<file path="src/include/ism_pkg.sv">
package ism_pkg;

   // channel and data widths
   localparam int NUM_CH = 4;
   localparam int CH_W   = 2;
   localparam int RAW_W  = 24;
   localparam int DATA_W = 12;
   localparam int GAIN_W = 6;

   // clock and serial port timing
   localparam int CLK_PERIOD_NS = 20;
   localparam int SPIKE_NS      = 50;
   localparam int SCL_MAX_KHZ   = 400;
   // spike may cover this many samples; one more is needed to accept
   localparam int FILT_SPAN        = SPIKE_NS / CLK_PERIOD_NS + 1;
   localparam logic [1:0] FILT_CYC = 2'(FILT_SPAN);

   // serial target port
   localparam logic [6:0] TARGET_ADDR = 7'h2A;
   localparam logic [3:0] BYTE_BITS   = 4'h8;

   // register offsets
   localparam logic [7:0] REG_STATUS = 8'h00;
   localparam logic [7:0] REG_OUT    = 8'h01;
   localparam logic [7:0] REG_DATA0  = 8'h02;
   localparam logic [7:0] REG_GAIN0  = 8'h0E;
   localparam logic [7:0] REG_CTRL   = 8'h11;
   localparam logic [7:0] REG_THR    = 8'h15;
   localparam logic [7:0] REG_ALG    = 8'h16;
   localparam logic [7:0] REG_POL    = 8'h1C;
   localparam logic [7:0] REG_RAW0   = 8'h30;

   // field positions
   localparam int CTRL_ALG_BIT  = 7;
   localparam int CTRL_APOL_BIT = 6;
   localparam int ALG_XT_BIT    = 3;
   localparam int OUT_RDY_BIT   = 7;
   localparam logic ALG_MODE_RAW = 1'b0;

   // reset values
   localparam logic [7:0]        CTRL_RST = 8'h80;
   localparam logic [7:0]        THR_RST  = 8'h40;
   localparam logic [7:0]        ALG_RST  = 8'h04;
   localparam logic [NUM_CH-1:0] POL_RST  = 4'hF;
   localparam logic [GAIN_W-1:0] GAIN_RST = 6'h00;

   // processing scale and saturation bounds
   localparam int GAIN_SHIFT = 4;
   localparam logic signed [32:0] SAT_HI = 33'sh0_0000_07FF;
   localparam logic signed [32:0] SAT_LO = 33'sh1_FFFF_F800;
   localparam logic [DATA_W-1:0]  DATA_HI = 12'h7FF;
   localparam logic [DATA_W-1:0]  DATA_LO = 12'h800;

   // serial port receiver states
   typedef enum logic [3:0] {
      ST_IDLE, ST_ADDR, ST_ADDR_ACK, ST_PTR, ST_PTR_ACK,
      ST_WDATA, ST_WACK, ST_RDATA, ST_RACK
   } ism_i2c_st_t;

endpackage

</file>
<file path="src/core/ism_mode_ctrl.sv">
`timescale 1ns/1ps
module ism_mode_ctrl (
   // clock and reset
   input  wire logic                         sys_clk,
   input  wire logic                         sys_rst,
   // converter sample stream
   input  wire logic                         conv_valid,
   input  wire logic [ism_pkg::CH_W-1:0]     conv_chan,
   input  wire logic [ism_pkg::RAW_W-1:0]    conv_raw,
   // serial control port
   input  wire logic                         scl_pin,
   input  wire logic                         sda_rx,
   output logic                              sda_tx,
   output logic                              sda_oe,
   // power mode strap
   input  wire logic                         low_power_select_pin,
   // host alert, open drain
   output logic                              host_alert_pin,
   output logic                              host_alert_pin_oe,
   // button outputs, push-pull
   output logic [ism_pkg::NUM_CH-1:0]        button_press_pins
);
   import ism_pkg::*;

   logic [2:0]        pins_flt;
   logic              scl_f, sda_f, lp_f;
   logic              scl_q, sda_q;
   logic              scl_rise, scl_fall, start_det, stop_det;
   ism_i2c_st_t       state_q, state_d;
   logic [3:0]        cnt_q, cnt_d;
   logic [7:0]        shift_q, shift_d, tx_q, tx_d, ptr_q, ptr_d;
   logic              rw_q, rw_d, drv_q, drv_d, nack_q, nack_d;
   logic              wr_stb, load_tx, st_rd;
   logic [7:0]        rd_data;
   logic [7:0]        ctrl_q, thr_q, alg_q;
   logic [NUM_CH-1:0] pol_q;
   logic              btn_mode, alert_pol;
   logic [NUM_CH-1:0] press_q, press_prev_q;
   logic              btn_evt, rdy_q, evt_q, alert_q, alert_d, oe_q;
   logic [7:0]        snap_out_q;
   logic [DATA_W-1:0] data_q    [NUM_CH];
   logic [RAW_W-1:0]  raw_q     [NUM_CH];
   logic [DATA_W-1:0] snap_data [NUM_CH];
   logic [RAW_W-1:0]  snap_raw  [NUM_CH];
   logic [GAIN_W-1:0] gain_q    [NUM_CH];

   // both serial lines and the strap pass the sync and spike filter
   ism_pin_filter #(.WIDTH(3)) u_filt (
      .sys_clk (sys_clk),
      .sys_rst (sys_rst),
      .pins    ({low_power_select_pin, sda_rx, scl_pin}),
      .levels  (pins_flt)
   );
   assign scl_f = pins_flt[0];
   assign sda_f = pins_flt[1];
   assign lp_f  = pins_flt[2];

   // bus conditions from filtered levels
   assign scl_rise  = scl_f & ~scl_q;
   assign scl_fall  = ~scl_f & scl_q;
   assign start_det = scl_f & scl_q & sda_q & ~sda_f;
   assign stop_det  = scl_f & scl_q & ~sda_q & sda_f;

   // byte engine: shift on rising clock, act on falling clock
   always_comb begin
      state_d = state_q;
      cnt_d   = cnt_q;
      shift_d = shift_q;
      tx_d    = tx_q;
      ptr_d   = ptr_q;
      rw_d    = rw_q;
      drv_d   = drv_q;
      nack_d  = nack_q;
      wr_stb  = 1'b0;
      load_tx = 1'b0;
      if (stop_det) begin
         state_d = ST_IDLE;
         drv_d   = 1'b0;
      end else if (start_det) begin
         state_d = ST_ADDR;
         cnt_d   = 4'h0;
         drv_d   = 1'b0;
      end else if (scl_rise) begin
         if (state_q inside {ST_ADDR, ST_PTR, ST_WDATA}) begin
            shift_d = {shift_q[6:0], sda_f};
            cnt_d   = cnt_q + 4'h1;
         end
         if (state_q == ST_RACK) begin
            nack_d = sda_f;
         end
      end else if (scl_fall) begin
         case (state_q)
            ST_ADDR: begin
               if (cnt_q == BYTE_BITS) begin
                  if (shift_q[7:1] == TARGET_ADDR) begin
                     state_d = ST_ADDR_ACK;
                     rw_d    = shift_q[0];
                     drv_d   = 1'b1;
                  end else begin
                     state_d = ST_IDLE;
                  end
               end
            end
            ST_ADDR_ACK: begin
               if (rw_q) begin
                  load_tx = 1'b1;
               end else begin
                  drv_d   = 1'b0;
                  cnt_d   = 4'h0;
                  state_d = ST_PTR;
               end
            end
            ST_PTR: begin
               if (cnt_q == BYTE_BITS) begin
                  ptr_d   = shift_q;
                  drv_d   = 1'b1;
                  state_d = ST_PTR_ACK;
               end
            end
            ST_PTR_ACK, ST_WACK: begin
               drv_d   = 1'b0;
               cnt_d   = 4'h0;
               state_d = ST_WDATA;
            end
            ST_WDATA: begin
               if (cnt_q == BYTE_BITS) begin
                  wr_stb  = 1'b1;
                  ptr_d   = ptr_q + 8'h01;
                  drv_d   = 1'b1;
                  state_d = ST_WACK;
               end
            end
            ST_RDATA: begin
               if (cnt_q == BYTE_BITS) begin
                  drv_d   = 1'b0;
                  state_d = ST_RACK;
               end else begin
                  tx_d  = {tx_q[6:0], 1'b0};
                  drv_d = ~tx_q[6];
                  cnt_d = cnt_q + 4'h1;
               end
            end
            ST_RACK: begin
               if (nack_q) begin
                  state_d = ST_IDLE;
               end else begin
                  load_tx = 1'b1;
               end
            end
            default: state_d = ST_IDLE;
         endcase
         // read byte load, pointer auto-increments
         if (load_tx) begin
            tx_d    = rd_data;
            drv_d   = ~rd_data[7];
            cnt_d   = 4'h1;
            ptr_d   = ptr_q + 8'h01;
            state_d = ST_RDATA;
         end
      end
   end

   always_ff @(posedge sys_clk or posedge sys_rst) begin
      if (sys_rst) begin
         scl_q   <= 1'b1;
         sda_q   <= 1'b1;
         state_q <= ST_IDLE;
         cnt_q   <= 4'h0;
         shift_q <= 8'h00;
         tx_q    <= 8'h00;
         ptr_q   <= 8'h00;
         rw_q    <= 1'b0;
         drv_q   <= 1'b0;
         nack_q  <= 1'b0;
      end else begin
         scl_q   <= scl_f;
         sda_q   <= sda_f;
         state_q <= state_d;
         cnt_q   <= cnt_d;
         shift_q <= shift_d;
         tx_q    <= tx_d;
         ptr_q   <= ptr_d;
         rw_q    <= rw_d;
         drv_q   <= drv_d;
         nack_q  <= nack_d;
      end
   end

   // the target only ever pulls the data line low
   assign sda_tx = 1'b0;
   assign sda_oe = drv_q;
   // status fetch is the clear and freeze point
   assign st_rd  = load_tx && (ptr_q == REG_STATUS);

   // control registers
   always_ff @(posedge sys_clk or posedge sys_rst) begin
      if (sys_rst) begin
         ctrl_q <= CTRL_RST;
         thr_q  <= THR_RST;
         alg_q  <= ALG_RST;
         pol_q  <= POL_RST;
      end else if (wr_stb) begin
         if (ptr_q == REG_CTRL) ctrl_q <= shift_q;
         if (ptr_q == REG_THR)  thr_q  <= shift_q;
         if (ptr_q == REG_ALG)  alg_q  <= shift_q;
         if (ptr_q == REG_POL)  pol_q  <= shift_q[NUM_CH-1:0];
      end
   end
   assign btn_mode  = ctrl_q[CTRL_ALG_BIT] != ALG_MODE_RAW;
   assign alert_pol = ctrl_q[CTRL_APOL_BIT];

   // per channel: raw capture, tracking, gain, threshold, pin
   for (genvar ch = 0; ch < NUM_CH; ch++) begin : g_ch
      logic                     hit, base_ok_q, press_d, veto;
      logic [RAW_W-1:0]         base_q, base_d;
      logic signed [RAW_W:0]    diff, step;
      logic [GAIN_W:0]          gain_p1;
      logic signed [32:0]       scaled;
      logic [DATA_W-1:0]        data_d;
      logic signed [DATA_W-1:0] thr_s;

      assign hit     = conv_valid && (conv_chan == CH_W'(ch));
      assign diff    = $signed({1'b0, conv_raw}) - $signed({1'b0, base_q});
      assign gain_p1 = {1'b0, gain_q[ch]} + 7'h01;
      // gain scales the deflection, so data tracks force
      assign scaled  = (diff * $signed({1'b0, gain_p1})) >>> GAIN_SHIFT;
      assign data_d  = (scaled > SAT_HI) ? DATA_HI :
                       (scaled < SAT_LO) ? DATA_LO :
                       scaled[DATA_W-1:0];
      assign thr_s   = $signed({4'h0, thr_q});
      // an opposite swing on the neighbour hints at crosstalk
      assign veto    = alg_q[ALG_XT_BIT] &&
                       ($signed(data_q[ch ^ 1]) <= -thr_s);
      assign press_d = ($signed(data_d) >= thr_s) && !veto;
      // slow drift follow, rate set by shift field
      assign step    = diff >>> alg_q[2:0];
      assign base_d  = base_q + step[RAW_W-1:0];

      always_ff @(posedge sys_clk or posedge sys_rst) begin
         if (sys_rst) begin
            gain_q[ch] <= GAIN_RST;
         end else if (wr_stb && ptr_q == REG_GAIN0 + 8'(2 * ch)) begin
            gain_q[ch] <= shift_q[GAIN_W-1:0];
         end
      end

      always_ff @(posedge sys_clk or posedge sys_rst) begin
         if (sys_rst) begin
            raw_q[ch]   <= '0;
            base_q      <= '0;
            base_ok_q   <= 1'b0;
            data_q[ch]  <= '0;
            press_q[ch] <= 1'b0;
         end else begin
            if (hit) raw_q[ch] <= conv_raw;
            if (!btn_mode) begin
               base_ok_q   <= 1'b0;
               press_q[ch] <= 1'b0;
            end else if (hit && !base_ok_q) begin
               base_q    <= conv_raw;
               base_ok_q <= 1'b1;
            end else if (hit) begin
               data_q[ch]  <= data_d;
               press_q[ch] <= press_d;
               if (!press_d) base_q <= base_d;
            end
         end
      end

      // frozen copies served to the host after a status read
      always_ff @(posedge sys_clk or posedge sys_rst) begin
         if (sys_rst) begin
            snap_raw[ch]  <= '0;
            snap_data[ch] <= '0;
         end else if (st_rd) begin
            snap_raw[ch]  <= raw_q[ch];
            snap_data[ch] <= data_q[ch];
         end
      end

      // registered pin, inactive level when no press decided
      always_ff @(posedge sys_clk or posedge sys_rst) begin
         if (sys_rst) begin
            button_press_pins[ch] <= ~POL_RST[ch];
         end else begin
            button_press_pins[ch] <= pol_q[ch] ? press_q[ch]
                                               : ~press_q[ch];
         end
      end
   end

   // sticky flags; an event in the clear cycle wins
   assign btn_evt = press_q != press_prev_q;
   assign alert_d = (btn_mode ? btn_evt : conv_valid) |
                    (alert_q & ~st_rd);
   always_ff @(posedge sys_clk or posedge sys_rst) begin
      if (sys_rst) begin
         press_prev_q <= '0;
         rdy_q        <= 1'b0;
         evt_q        <= 1'b0;
         alert_q      <= 1'b0;
         oe_q         <= 1'b0;
         snap_out_q   <= 8'h00;
      end else begin
         press_prev_q <= press_q;
         rdy_q        <= conv_valid | (rdy_q & ~st_rd);
         evt_q        <= btn_evt | (evt_q & ~st_rd);
         alert_q      <= alert_d;
         oe_q         <= alert_d ^ alert_pol;
         if (st_rd) snap_out_q <= {rdy_q, 3'h0, press_q};
      end
   end
   // active-low alert pulls the pin; active-high pulls when idle
   assign host_alert_pin    = 1'b0;
   assign host_alert_pin_oe = oe_q;

   // read mux, unmapped offsets read zero
   always_comb begin
      rd_data = 8'h00;
      case (ptr_q)
         REG_STATUS: rd_data = {4'h0, btn_mode, lp_f, evt_q, rdy_q};
         REG_OUT:    rd_data = snap_out_q;
         REG_CTRL:   rd_data = ctrl_q;
         REG_THR:    rd_data = thr_q;
         REG_ALG:    rd_data = alg_q;
         REG_POL:    rd_data = {4'h0, pol_q};
         default:    rd_data = 8'h00;
      endcase
      for (int c = 0; c < NUM_CH; c++) begin
         if (ptr_q == REG_DATA0 + 8'(2 * c))
            rd_data = snap_data[c][7:0];
         if (ptr_q == REG_DATA0 + 8'(2 * c + 1))
            rd_data = {{4{snap_data[c][DATA_W-1]}}, snap_data[c][11:8]};
         if (ptr_q == REG_GAIN0 + 8'(2 * c))
            rd_data = {2'h0, gain_q[c]};
         if (ptr_q == REG_RAW0 + 8'(3 * c))
            rd_data = snap_raw[c][23:16];
         if (ptr_q == REG_RAW0 + 8'(3 * c + 1))
            rd_data = snap_raw[c][15:8];
         if (ptr_q == REG_RAW0 + 8'(3 * c + 2))
            rd_data = snap_raw[c][7:0];
      end
   end

endmodule

</file>
<file path="src/core/ism_pin_filter.sv">
`timescale 1ns/1ps
module ism_pin_filter #(
   parameter int WIDTH = 1
) (
   // clock and reset
   input  wire logic             sys_clk,
   input  wire logic             sys_rst,
   // raw pins and filtered levels
   input  wire logic [WIDTH-1:0] pins,
   output logic      [WIDTH-1:0] levels
);
   import ism_pkg::*;

   // per pin: two-flop sync, then a stability counter
   for (genvar i = 0; i < WIDTH; i++) begin : g_pin
      logic       meta_q;
      logic       sync_q;
      logic [1:0] cnt_q;
      logic [1:0] cnt_d;
      logic       lvl_q;
      logic       differs;
      logic       accept;

      assign differs = sync_q != lvl_q;
      // a spike shorter than the span never reaches the count
      assign accept  = differs && (cnt_q == FILT_CYC);
      assign cnt_d   = differs ? cnt_q + 2'h1 : 2'h0;

      // lines idle high, so filtered levels start high
      always_ff @(posedge sys_clk or posedge sys_rst) begin
         if (sys_rst) begin
            meta_q <= 1'b1;
            sync_q <= 1'b1;
            cnt_q  <= 2'h0;
            lvl_q  <= 1'b1;
         end else begin
            meta_q <= pins[i];
            sync_q <= meta_q;
            cnt_q  <= accept ? 2'h0 : cnt_d;
            lvl_q  <= accept ? sync_q : lvl_q;
         end
      end

      assign levels[i] = lvl_q;
   end

endmodule

</file>
<file path="config.mk">
export PLATFORM = sky130hd
export DESIGN_NAME = ism_mode_ctrl
export DESIGN_NICKNAME = d
export VERILOG_FILES = /design/src/include/ism_pkg.sv /design/src/core/ism_mode_ctrl.sv /design/src/core/ism_pin_filter.sv
export SDC_FILE = /design/constraint.sdc
export NUM_CORES = 2
export LEC_CHECK = 0
export BUFFER_PORTS_ARGS = -buffer_cell sky130_fd_sc_hd__buf_2
export CAP_MARGIN = 20
export CORE_UTILIZATION = 55
export DETAILED_ROUTE_END_ITERATION = 10
export GPL_ROUTABILITY_DRIVEN = 0
export HOLD_SLACK_MARGIN = 0.03
export PLACE_DENSITY_LB_ADDON = 0.15
export RECOVER_POWER = 100
export SETUP_SLACK_MARGIN = 0.3
export SKIP_LAST_GASP = 1
export SLEW_MARGIN = 5
export SYNTH_ARGS = -nofsm -noshare
export SYNTH_HDL_FRONTEND = slang
export SYNTH_HIERARCHICAL = 1
export SYNTH_SLANG_ARGS = --single-unit
</file>
<file path="constraint.sdc">
create_clock -name sys_clk -period 42.6 [get_ports sys_clk]
set_input_delay 2.13 -clock sys_clk [delete_from_list [all_inputs] [get_ports sys_clk]]
set_output_delay 2.13 -clock sys_clk [all_outputs]
set_load 0.1 [all_outputs]
</file>
# Yosys cells after proc, flatten, opt, wreduce, memory -nomap -nowiden
# Cells that the tools add are included.
classes:
  n_mul: 4
  n_reduce_logical: 71
  n_addsub: 18
  n_eq_ne: 80
  bitwise: 32
  n_lt_le_gt_ge: 16
  muxes: 132
  n_shift: 4
ops:
  columns: ["operator", "count"]
  rows:
  - ["24-bit 2-to-1 mux", 12]
  - ["8-bit 2-to-1 mux", 27]
  - ["25-bit by 8-bit multiplier with 33-bit output", 4]
  - ["29-bit by 12-bit greater-than comparator with 1-bit output (second input constant)", 4]
  - ["29-bit by 12-bit less-than comparator with 1-bit output (second input constant)", 4]
  - ["25-bit by 3-bit >>> shifter with 24-bit output", 4]
  - ["24-bit by 24-bit subtractor with 25-bit output", 4]
  - ["24-bit adder", 4]
  - ["8-bit by 6-bit equality test with 1-bit output (second input constant)", 12]
  - ["12-bit 2-to-1 mux", 8]
  - ["4-bit 2-to-1 mux", 18]
  - ["8-bit by 5-bit equality test with 1-bit output (second input constant)", 7]
  - ["1-bit 2-to-1 mux", 51]
  - ["12-bit by 9-bit >= comparator with 1-bit output", 4]
  - ["12-bit <= comparator", 4]
  - ["8-bit one-hot mux with 6 select lines", 1]
  - ["8-bit by 3-bit equality test with 1-bit output (second input constant)", 4]
  - ["6-bit by 1-bit adder with 7-bit output (second input constant)", 4]
  - ["4-bit one-hot mux with 7 select lines", 1]
  - ["2-bit by 1-bit inequality test with 1-bit output (second input constant)", 13]
  - ["8-bit by 4-bit equality test with 1-bit output (second input constant)", 3]
  - ["1-bit logical AND", 24]
  - ["3-bit AND reduction", 8]
  - ["7-bit 2-to-1 mux", 3]
  - ["43 further kinds", 129]
word_totals:
  out_inout_bits: 8
  regBits: 512

# Logic depth before layout (Yosys ltp)
depth:
  depth_word: 32
  mapped_depth: 53

# Hierarchy
# The synthesis kept the hierarchy.
modules_own_cells:
  columns: ["mod", "instances", "area_per_inst_um2", "seq_area_each_um2", "cells_per_inst"]
  rows:
  - ["ism_mode_ctrl", 1, 61283.8, 12448.2, 7191]
  - ["ism_pin_filter", 1, 563.0, 386.6, 34]

# Least setup slack after synthesis
# Ideal clock, no wire load.
synth_path:
  kind: "in2reg"
  from: "in conv_raw[0] in the netlist's numbering"
  to: "reg g_ch[1].base_q[10]"
  path_buffers: 5
  setup_time_ps: 124
  arrival_time_ps: 12214
  cell_stages: 50
  setup_slack_ps: 30262
  required_ps: 42476
  path_cell_list: "inv_1 -> ha_1 -> fa_1 -> nor2b_1 -> o31a_1 -> o311a_1 -> a311oi_1 -> o311ai_0 -> and3_1 -> nor4_1 -> nor3b_1 -> o21ai_0 -> nor2b_1 -> clkbuf_1 -> nand2_1 -> fa_1 -> inv_1 -> fa_1 -> [... 14 more ...] -> clkbuf_1 -> o21ai_0 -> ha_1 -> nand2b_1 -> a21o_1 -> a21o_1 -> a21o_1 -> a21o_1 -> a21oi_1 -> nor2b_1 -> o21ai_0 -> nand4_1 -> or4b_1 -> a21o_1 -> buf_6 -> buf_6 -> a211oi_2 -> a21oi_1"
synth_between:
  elab_chain_cells: 9
synth_lines:
  columns: ["element", "line_no", "text"]
  rows:
  - ["start: declaration", "ism_mode_ctrl.sv:9", "input wire logic [ism_pkg::RAW_W-1:0] conv_raw,"]
  - ["24-bit by 24-bit subtractor with 25-bit output (*)", "ism_mode_ctrl.sv:223", "assign diff = $signed({1'b0, conv_raw}) - $signed({1'b0, base_q});"]
  - ["25-bit by 8-bit multiplier with 33-bit output", "ism_mode_ctrl.sv:226", "assign scaled = (diff * $signed({1'b0, gain_p1})) >>> GAIN_SHIFT;"]
  - ["29-bit by 12-bit less-than comparator with 1-bit output", "ism_mode_ctrl.sv:228", "(scaled < SAT_LO) ? DATA_LO :"]
  - ["12-bit 2-to-1 mux", "ism_mode_ctrl.sv:228", null]
  - ["12-bit 2-to-1 mux", "ism_mode_ctrl.sv:227", "assign data_d = (scaled > SAT_HI) ? DATA_HI :"]
  - ["12-bit by 9-bit >= comparator with 1-bit output", "ism_mode_ctrl.sv:234", "assign press_d = ($signed(data_d) >= thr_s) && !veto;"]
  - ["1-bit logical AND", "ism_mode_ctrl.sv:234", null]
  - ["2-bit by 1-bit inequality test with 1-bit output (no source line)", null, null]
  - ["3-bit AND reduction (no source line)", null, null]
  - ["end signal: assignment", "ism_mode_ctrl.sv:260", "base_q <= conv_raw;"]
  - ["end signal: assignment", "ism_mode_ctrl.sv:265", "if (!press_d) base_q <= base_d;"]
  - ["end: declaration", "ism_mode_ctrl.sv:215", "logic [RAW_W-1:0] base_q, base_d;"]
# Every way passes the cells marked *; elsewhere a longest branch is shown, timed or not. The select of a mux whose other input is x is not followed.
# A chain may end at the register's enable or synchronous reset.

# Final worst setup path
layout_path:
  from: "in conv_raw[1] in the netlist's numbering"
  to: "reg g_ch[2].base_q[23]"
layout_between:
  elab_chain_cells: 9
layout_lines:
  columns: ["element", "line_no"]
  rows:
  - ["24-bit by 24-bit subtractor with 25-bit output (*)", "ism_mode_ctrl.sv:223"]
  - ["25-bit by 8-bit multiplier with 33-bit output", "ism_mode_ctrl.sv:226"]
  - ["29-bit by 12-bit less-than comparator with 1-bit output", "ism_mode_ctrl.sv:228"]
  - ["12-bit 2-to-1 mux", "ism_mode_ctrl.sv:228"]
  - ["12-bit 2-to-1 mux", "ism_mode_ctrl.sv:227"]
  - ["12-bit by 9-bit >= comparator with 1-bit output", "ism_mode_ctrl.sv:234"]
  - ["1-bit logical AND", "ism_mode_ctrl.sv:234"]
  - ["2-bit by 1-bit inequality test with 1-bit output (no source line)", null]
  - ["3-bit AND reduction (no source line)", null]
  - ["end signal: assignment", "ism_mode_ctrl.sv:260"]
  - ["end signal: assignment", "ism_mode_ctrl.sv:265"]
  - ["end: declaration", "ism_mode_ctrl.sv:215"]
# Marked as above.

==> impl_table.tex <==
\begin{tabular}{lr}
\hline
Metric & Value \\
\hline
\multicolumn{2}{l}{\textbf{STA}} \\
\quad Fmax & 60.8 MHz \\
\quad Worst-case setup margin in the final layout & 26.14 ns \\
\quad Shortest period the worst path allows & between 15 and 20 ns \\
\quad Least-Margin Pin Slew & about 9.5 ns \\
\quad Setup Viol. Count Final & 0 \\
\quad Pins over their slew limit & about 1000 \\
\quad Final-layout worst hold slack & 0.357 ns \\
\quad Fin Clk Skew & approximately 0.017 ns \\
\quad Final sum of negative setup slack & 0 ns \\
\quad Share of the cycle needed by the critical path after routing & slightly below 40\% \\
\quad Number of hold-slack violations in the final timing report & 0 \\
\quad Setup repair after global routing missed its margin & no \\
\quad Relative slew slack & -532\% \\
\multicolumn{2}{l}{\textbf{Final layout}} \\
\quad Post-Route Utilization & 59.0\% \\
\quad Footprint of the multi-input gates & between 40000 and 50000 µm² \\
\quad Combined flip-flop and latch cell area & between 10000 and 15000 µm² \\
\quad Final nets & between 8000 and 9000 \\
\quad Final instance count without filler cells & 8689 \\
\quad Layout cell share with drive strength beyond 1 & a little under a tenth \\
\quad Fill count & around 10000 \\
\quad Syn-to-layout area delta & 6.08\% \\
\quad Finished Cell Area & between 60000 and 70000 µm² \\
\multicolumn{2}{l}{\textbf{Logic synthesis}} \\
\quad Primary flip-flop cell chosen by synthesis mapping & sky130\_fd\_sc\_hd\_\_dfrtp\_1 \\
\quad Top cell type's share of synthesized area & between 10\% and 20\% \\
\quad EDFF count, synth & 0 \\
\quad Synthesized cell area & between 60000 and 70000 µm² \\
\quad Top cell type by total area after synthesis & sky130\_fd\_sc\_hd\_\_dfrtp\_1 \\
\quad Leading cell types by total area after synthesis & sky130\_fd\_sc\_hd\_\_dfrtp\_1 20\%, sky130\_fd\_sc\_hd\_\_fa\_1 17\%, sky130\_fd\_sc\_hd\_\_ha\_1 11\% \\
\quad Post-synthesis sequential element count & slightly above 500 \\
\quad Count leader, synth & sky130\_fd\_sc\_hd\_\_nor2\_1 \\
\quad Total number of yosys warnings & 6 \\
\quad Post-Syn Area per Cell & about 8.6 µm² \\
\quad Post-synthesis instance total & 7225 \\
\quad Share of the yosys chip area belonging to registers & around a fifth \\
\quad Most frequent cells after synthesis & 882 x sky130\_fd\_sc\_hd\_\_nor2\_1, 881 x sky130\_fd\_sc\_hd\_\_inv\_1, 704 x sky130\_fd\_sc\_hd\_\_nand2\_1, 541 x sky130\_fd\_sc\_hd\_\_ha\_1, 532 x sky130\_fd\_sc\_hd\_\_fa\_1 \\
\quad Cell variety after synth & between 90 and 100 \\
\quad Share of async-settable or async-resettable flops after synthesis & 100\% \\
\multicolumn{2}{l}{\textbf{Clock tree}} \\
\quad Insertion delay of the later-clocked pin in the worst-skew pair & 0.66 ns \\
\quad Worst-case clock buffer depth & 3 \\
\quad TritonCTS Sinks & approximately 510 \\
\quad Post-cts hold buffer count & 0 \\
\quad Number of clock buffers inserted by TritonCTS & 58 \\
\quad Post-CTS clock slew at the launch and capture registers of the worst setup and hold paths & approximately 0.060 ns \\
\quad CTS Root Buffer Type & sky130\_fd\_sc\_hd\_\_clkbuf\_16 \\
\quad TritonCTS clock tree & done \\
\quad Count of H-tree levels built during CTS & 2 \\
\quad Resize count post-CTS & 0 \\
\quad Setup fix buffers added after clock tree synthesis & 0 \\
\multicolumn{2}{l}{\textbf{Floorplanning}} \\
\quad Total Die Area & 114000 µm² \\
\quad Die outline height & $\sim$340 µm \\
\quad Area of the core & around 110000 µm² \\
\quad Number of top-level design ports & 40 \\
\quad Die X-Extent & approximately 340 µm \\
\quad Initial cell density of the core & 55.7\% \\
\quad Cell Rows & roughly 120 \\
\multicolumn{2}{l}{\textbf{Placement}} \\
\quad Number of port buffers & 37 \\
\quad Pre-CTS setup slack & 27.99 ns \\
\quad HPWL reported at the end of detailed placement & approximately 140 mm \\
\quad Instance area at placement & 63700 µm² \\
\quad DP Cell Count & $\sim$8600 \\
\multicolumn{2}{l}{\textbf{GRT}} \\
\quad Wire length of the first global-routing pass & 290 mm \\
\quad Via count of the first global-routing pass & 50400 \\
\quad Residual overflow from global routing & 0 \\
\quad Largest net degree at the start of global routing & between 150 and 200 \\
\quad Antenna violations before repair & 6 \\
\quad All-layer global routing usage & between 30\% and 40\% \\
\multicolumn{2}{l}{\textbf{Run status}} \\
\quad Violations in the final reports & max-capacitance violations, max-slew violations \\
\quad Outcome & finished, violations left \\
\multicolumn{2}{l}{\textbf{Routing}} \\
\quad Drt via density & approximately 6 \\
\quad Number of violations reported at the end of detailed-routing iteration 0 & between 4000 and 5000 \\
\quad Total wire length after detailed routing & around 190 mm \\
\quad Remaining antenna violation count & 0 \\
\quad Routed len/inst & about 21 µm \\
\quad Number of vias in the routed layout & around 52000 \\
\quad Post-detailed-route DRC marker count & 0 \\
\quad Number of detailed-routing iterations run before antenna repair & 6 \\
\multicolumn{2}{l}{\textbf{Min path}} \\
\quad Hold WC Path Type & reg -> reg \\
\multicolumn{2}{l}{\textbf{Setup path}} \\
\quad Highest cell delay on the worst timing path & roughly 1.5 ns \\
\quad Reg-to-reg critical path startpoint & g\_ch[2].base\_q[3] \\
\quad Cell class contributing the biggest share of worst-path delay & compound AO/OA/AOI/OAI gates \\
\quad Master of the slowest instance on the critical path & sky130\_fd\_sc\_hd\_\_clkbuf\_1 \\
\quad Start-to-end type of the worst setup path & in -> reg \\
\quad Endpoint of the worst setup timing path & g\_ch[2].base\_q[23] \\
\quad Total stage count of the critical path & 47 \\
\quad CP max FO & 48 \\
\quad Reg-to-reg endpoint & g\_ch[2].base\_q[23] \\
\quad CP bufs+invs & 7 \\
\quad R2R setup slack & between 20 and 30 ns \\
\quad Launching element type of the critical path & input pin \\
\quad Depth of the most critical reg-to-reg path & 47 \\
\quad Worst setup EP type & register \\
\quad Startpoint of the most critical setup path & conv\_raw[1] \\
\quad Required time of the critical path & 43.13 ns \\
\quad Most numerous cell on the critical path & sky130\_fd\_sc\_hd\_\_a21o\_1 \\
\quad Critical Path AT & around 17 ns \\
\multicolumn{2}{l}{\textbf{Pwr}} \\
\quad Tot Pwr & roughly 1.4 mW \\
\quad Maximum resistive drop on vdd & $\sim$0.032 mV \\
\quad Leakage power total & roughly 33 nW \\
\quad Portion of total power attributed to sequential cells & a little under two fifths \\
\quad Share of total power consumed by net switching & 32.0\% \\
\quad Combinational cell fraction of total power & around 23\% \\
\quad Clk network pwr share & 39.2\% \\
\quad Internal power & around 950 µW \\
\quad Net switching power & $\sim$440 µW \\
\quad Cell area power density & 21.2 nW/µm² \\
\multicolumn{2}{l}{\textbf{Flow run}} \\
\quad Reported max-cap violation count & 19 \\
\hline
\end{tabular}
[how the worst min path moves through the flow]
stage / endpoint / cells past startpoint / slack (ns) / from
6_report: u_filt/g_pin[0].sync_q / 0 / 0.36 / u_filt/g_pin[0].meta_q
5_1_grt: u_filt/g_pin[1].sync_q / 0 / 0.36 / u_filt/g_pin[1].meta_q
4_1_cts: u_filt/g_pin[0].sync_q / 0 / 0.36 / u_filt/g_pin[0].meta_q
3_5_place_dp: u_filt/g_pin[0].sync_q / 0 / 0.35 / u_filt/g_pin[0].meta_q
3_3_place_gp: u_filt/g_pin[0].sync_q / 0 / 0.35 / u_filt/g_pin[0].meta_q
2_1_floorplan: u_filt/g_pin[0].sync_q / 0 / 0.35 / u_filt/g_pin[0].meta_q
[logic make-up (layout without fill, tap and decap cells)]
family / after synthesis / count (layout) / synth area share, %
DFF: 512 / 512 / 20.8
AOI/OAI and AO/OA: 1417 / 1417 / 14.9
buffers and inverters: 1172 / 1143 / 7.28
and+or+nand+nor: 2304 / 2304 / 16.8
adders and majority gates: 1073 / 1073 / 28.2
muxes: 420 / 420 / 7.53
other: 1 / 6 / 0.00606
xor gates and xnor gates: 326 / 326 / 4.62
[cell type report]
type | instances | area share [%]
clock buffers | 75 | 2.43
inverters | 881 | 5.04
diodes | 4 | 0.0153
well taps | 1488 | 2.84
flip-flops and latches | 512 | 19.6
clock inverters | 33 | 0.669
repair buffers | 154 | 1.49
multi-input cells | 5542 | 67.9
[sequential cells by signal (all words and copies together) (netlist names), 5 cells and up]
register,cells
alg_q,8
ctrl_q,8
data_q,48
g_ch.base_q,96
gain_q,24
ptr_q,8
raw_q,96
shift_q,8
snap_data,48
snap_out_q,5
snap_raw,96
thr_q,8
tx_q,7
u_filt/g_pin.cnt_q,6
[cells in the final DEF (no fill, tap or decap), drive strengths merged, types with 121 or more instances in the layout]
cell type  instances
buf              121
inv              884
fa               532
nand2            704
ha               541
a21oi            376
a21o             132
o21ai            349
mux2             313
xnor2            192
nor2             882
xor2             134
dfrtp            494
[layer usage]
| metal | vias to the layer above | part of all wire [%] | global-route usage (%) |
|---|---|---|---|
| met5 | - | 0.064 | 0.681 |
| met4 | 4 | 4.3 | 12.5 |
| met3 | 389 | 8.9 | 6.44 |
| met2 | 2047 | 44 | 51.4 |
| met1 | 25800 | 43 | 45.3 |
| li1 | 24200 | - | - |
[power by group through the flow]
stage | combinational (mW) | clock (mW) | sequential (mW)
floorplan | 0.233 | 0 | 0.528
global placement | 0.306 | 0 | 0.538
detailed placement | 0.312 | 0 | 0.539
CTS | 0.314 | 0.548 | 0.530
global route | 0.351 | 0.568 | 0.533
finish | 0.315 | 0.545 | 0.530
Power figures use the tool's default switching activity.
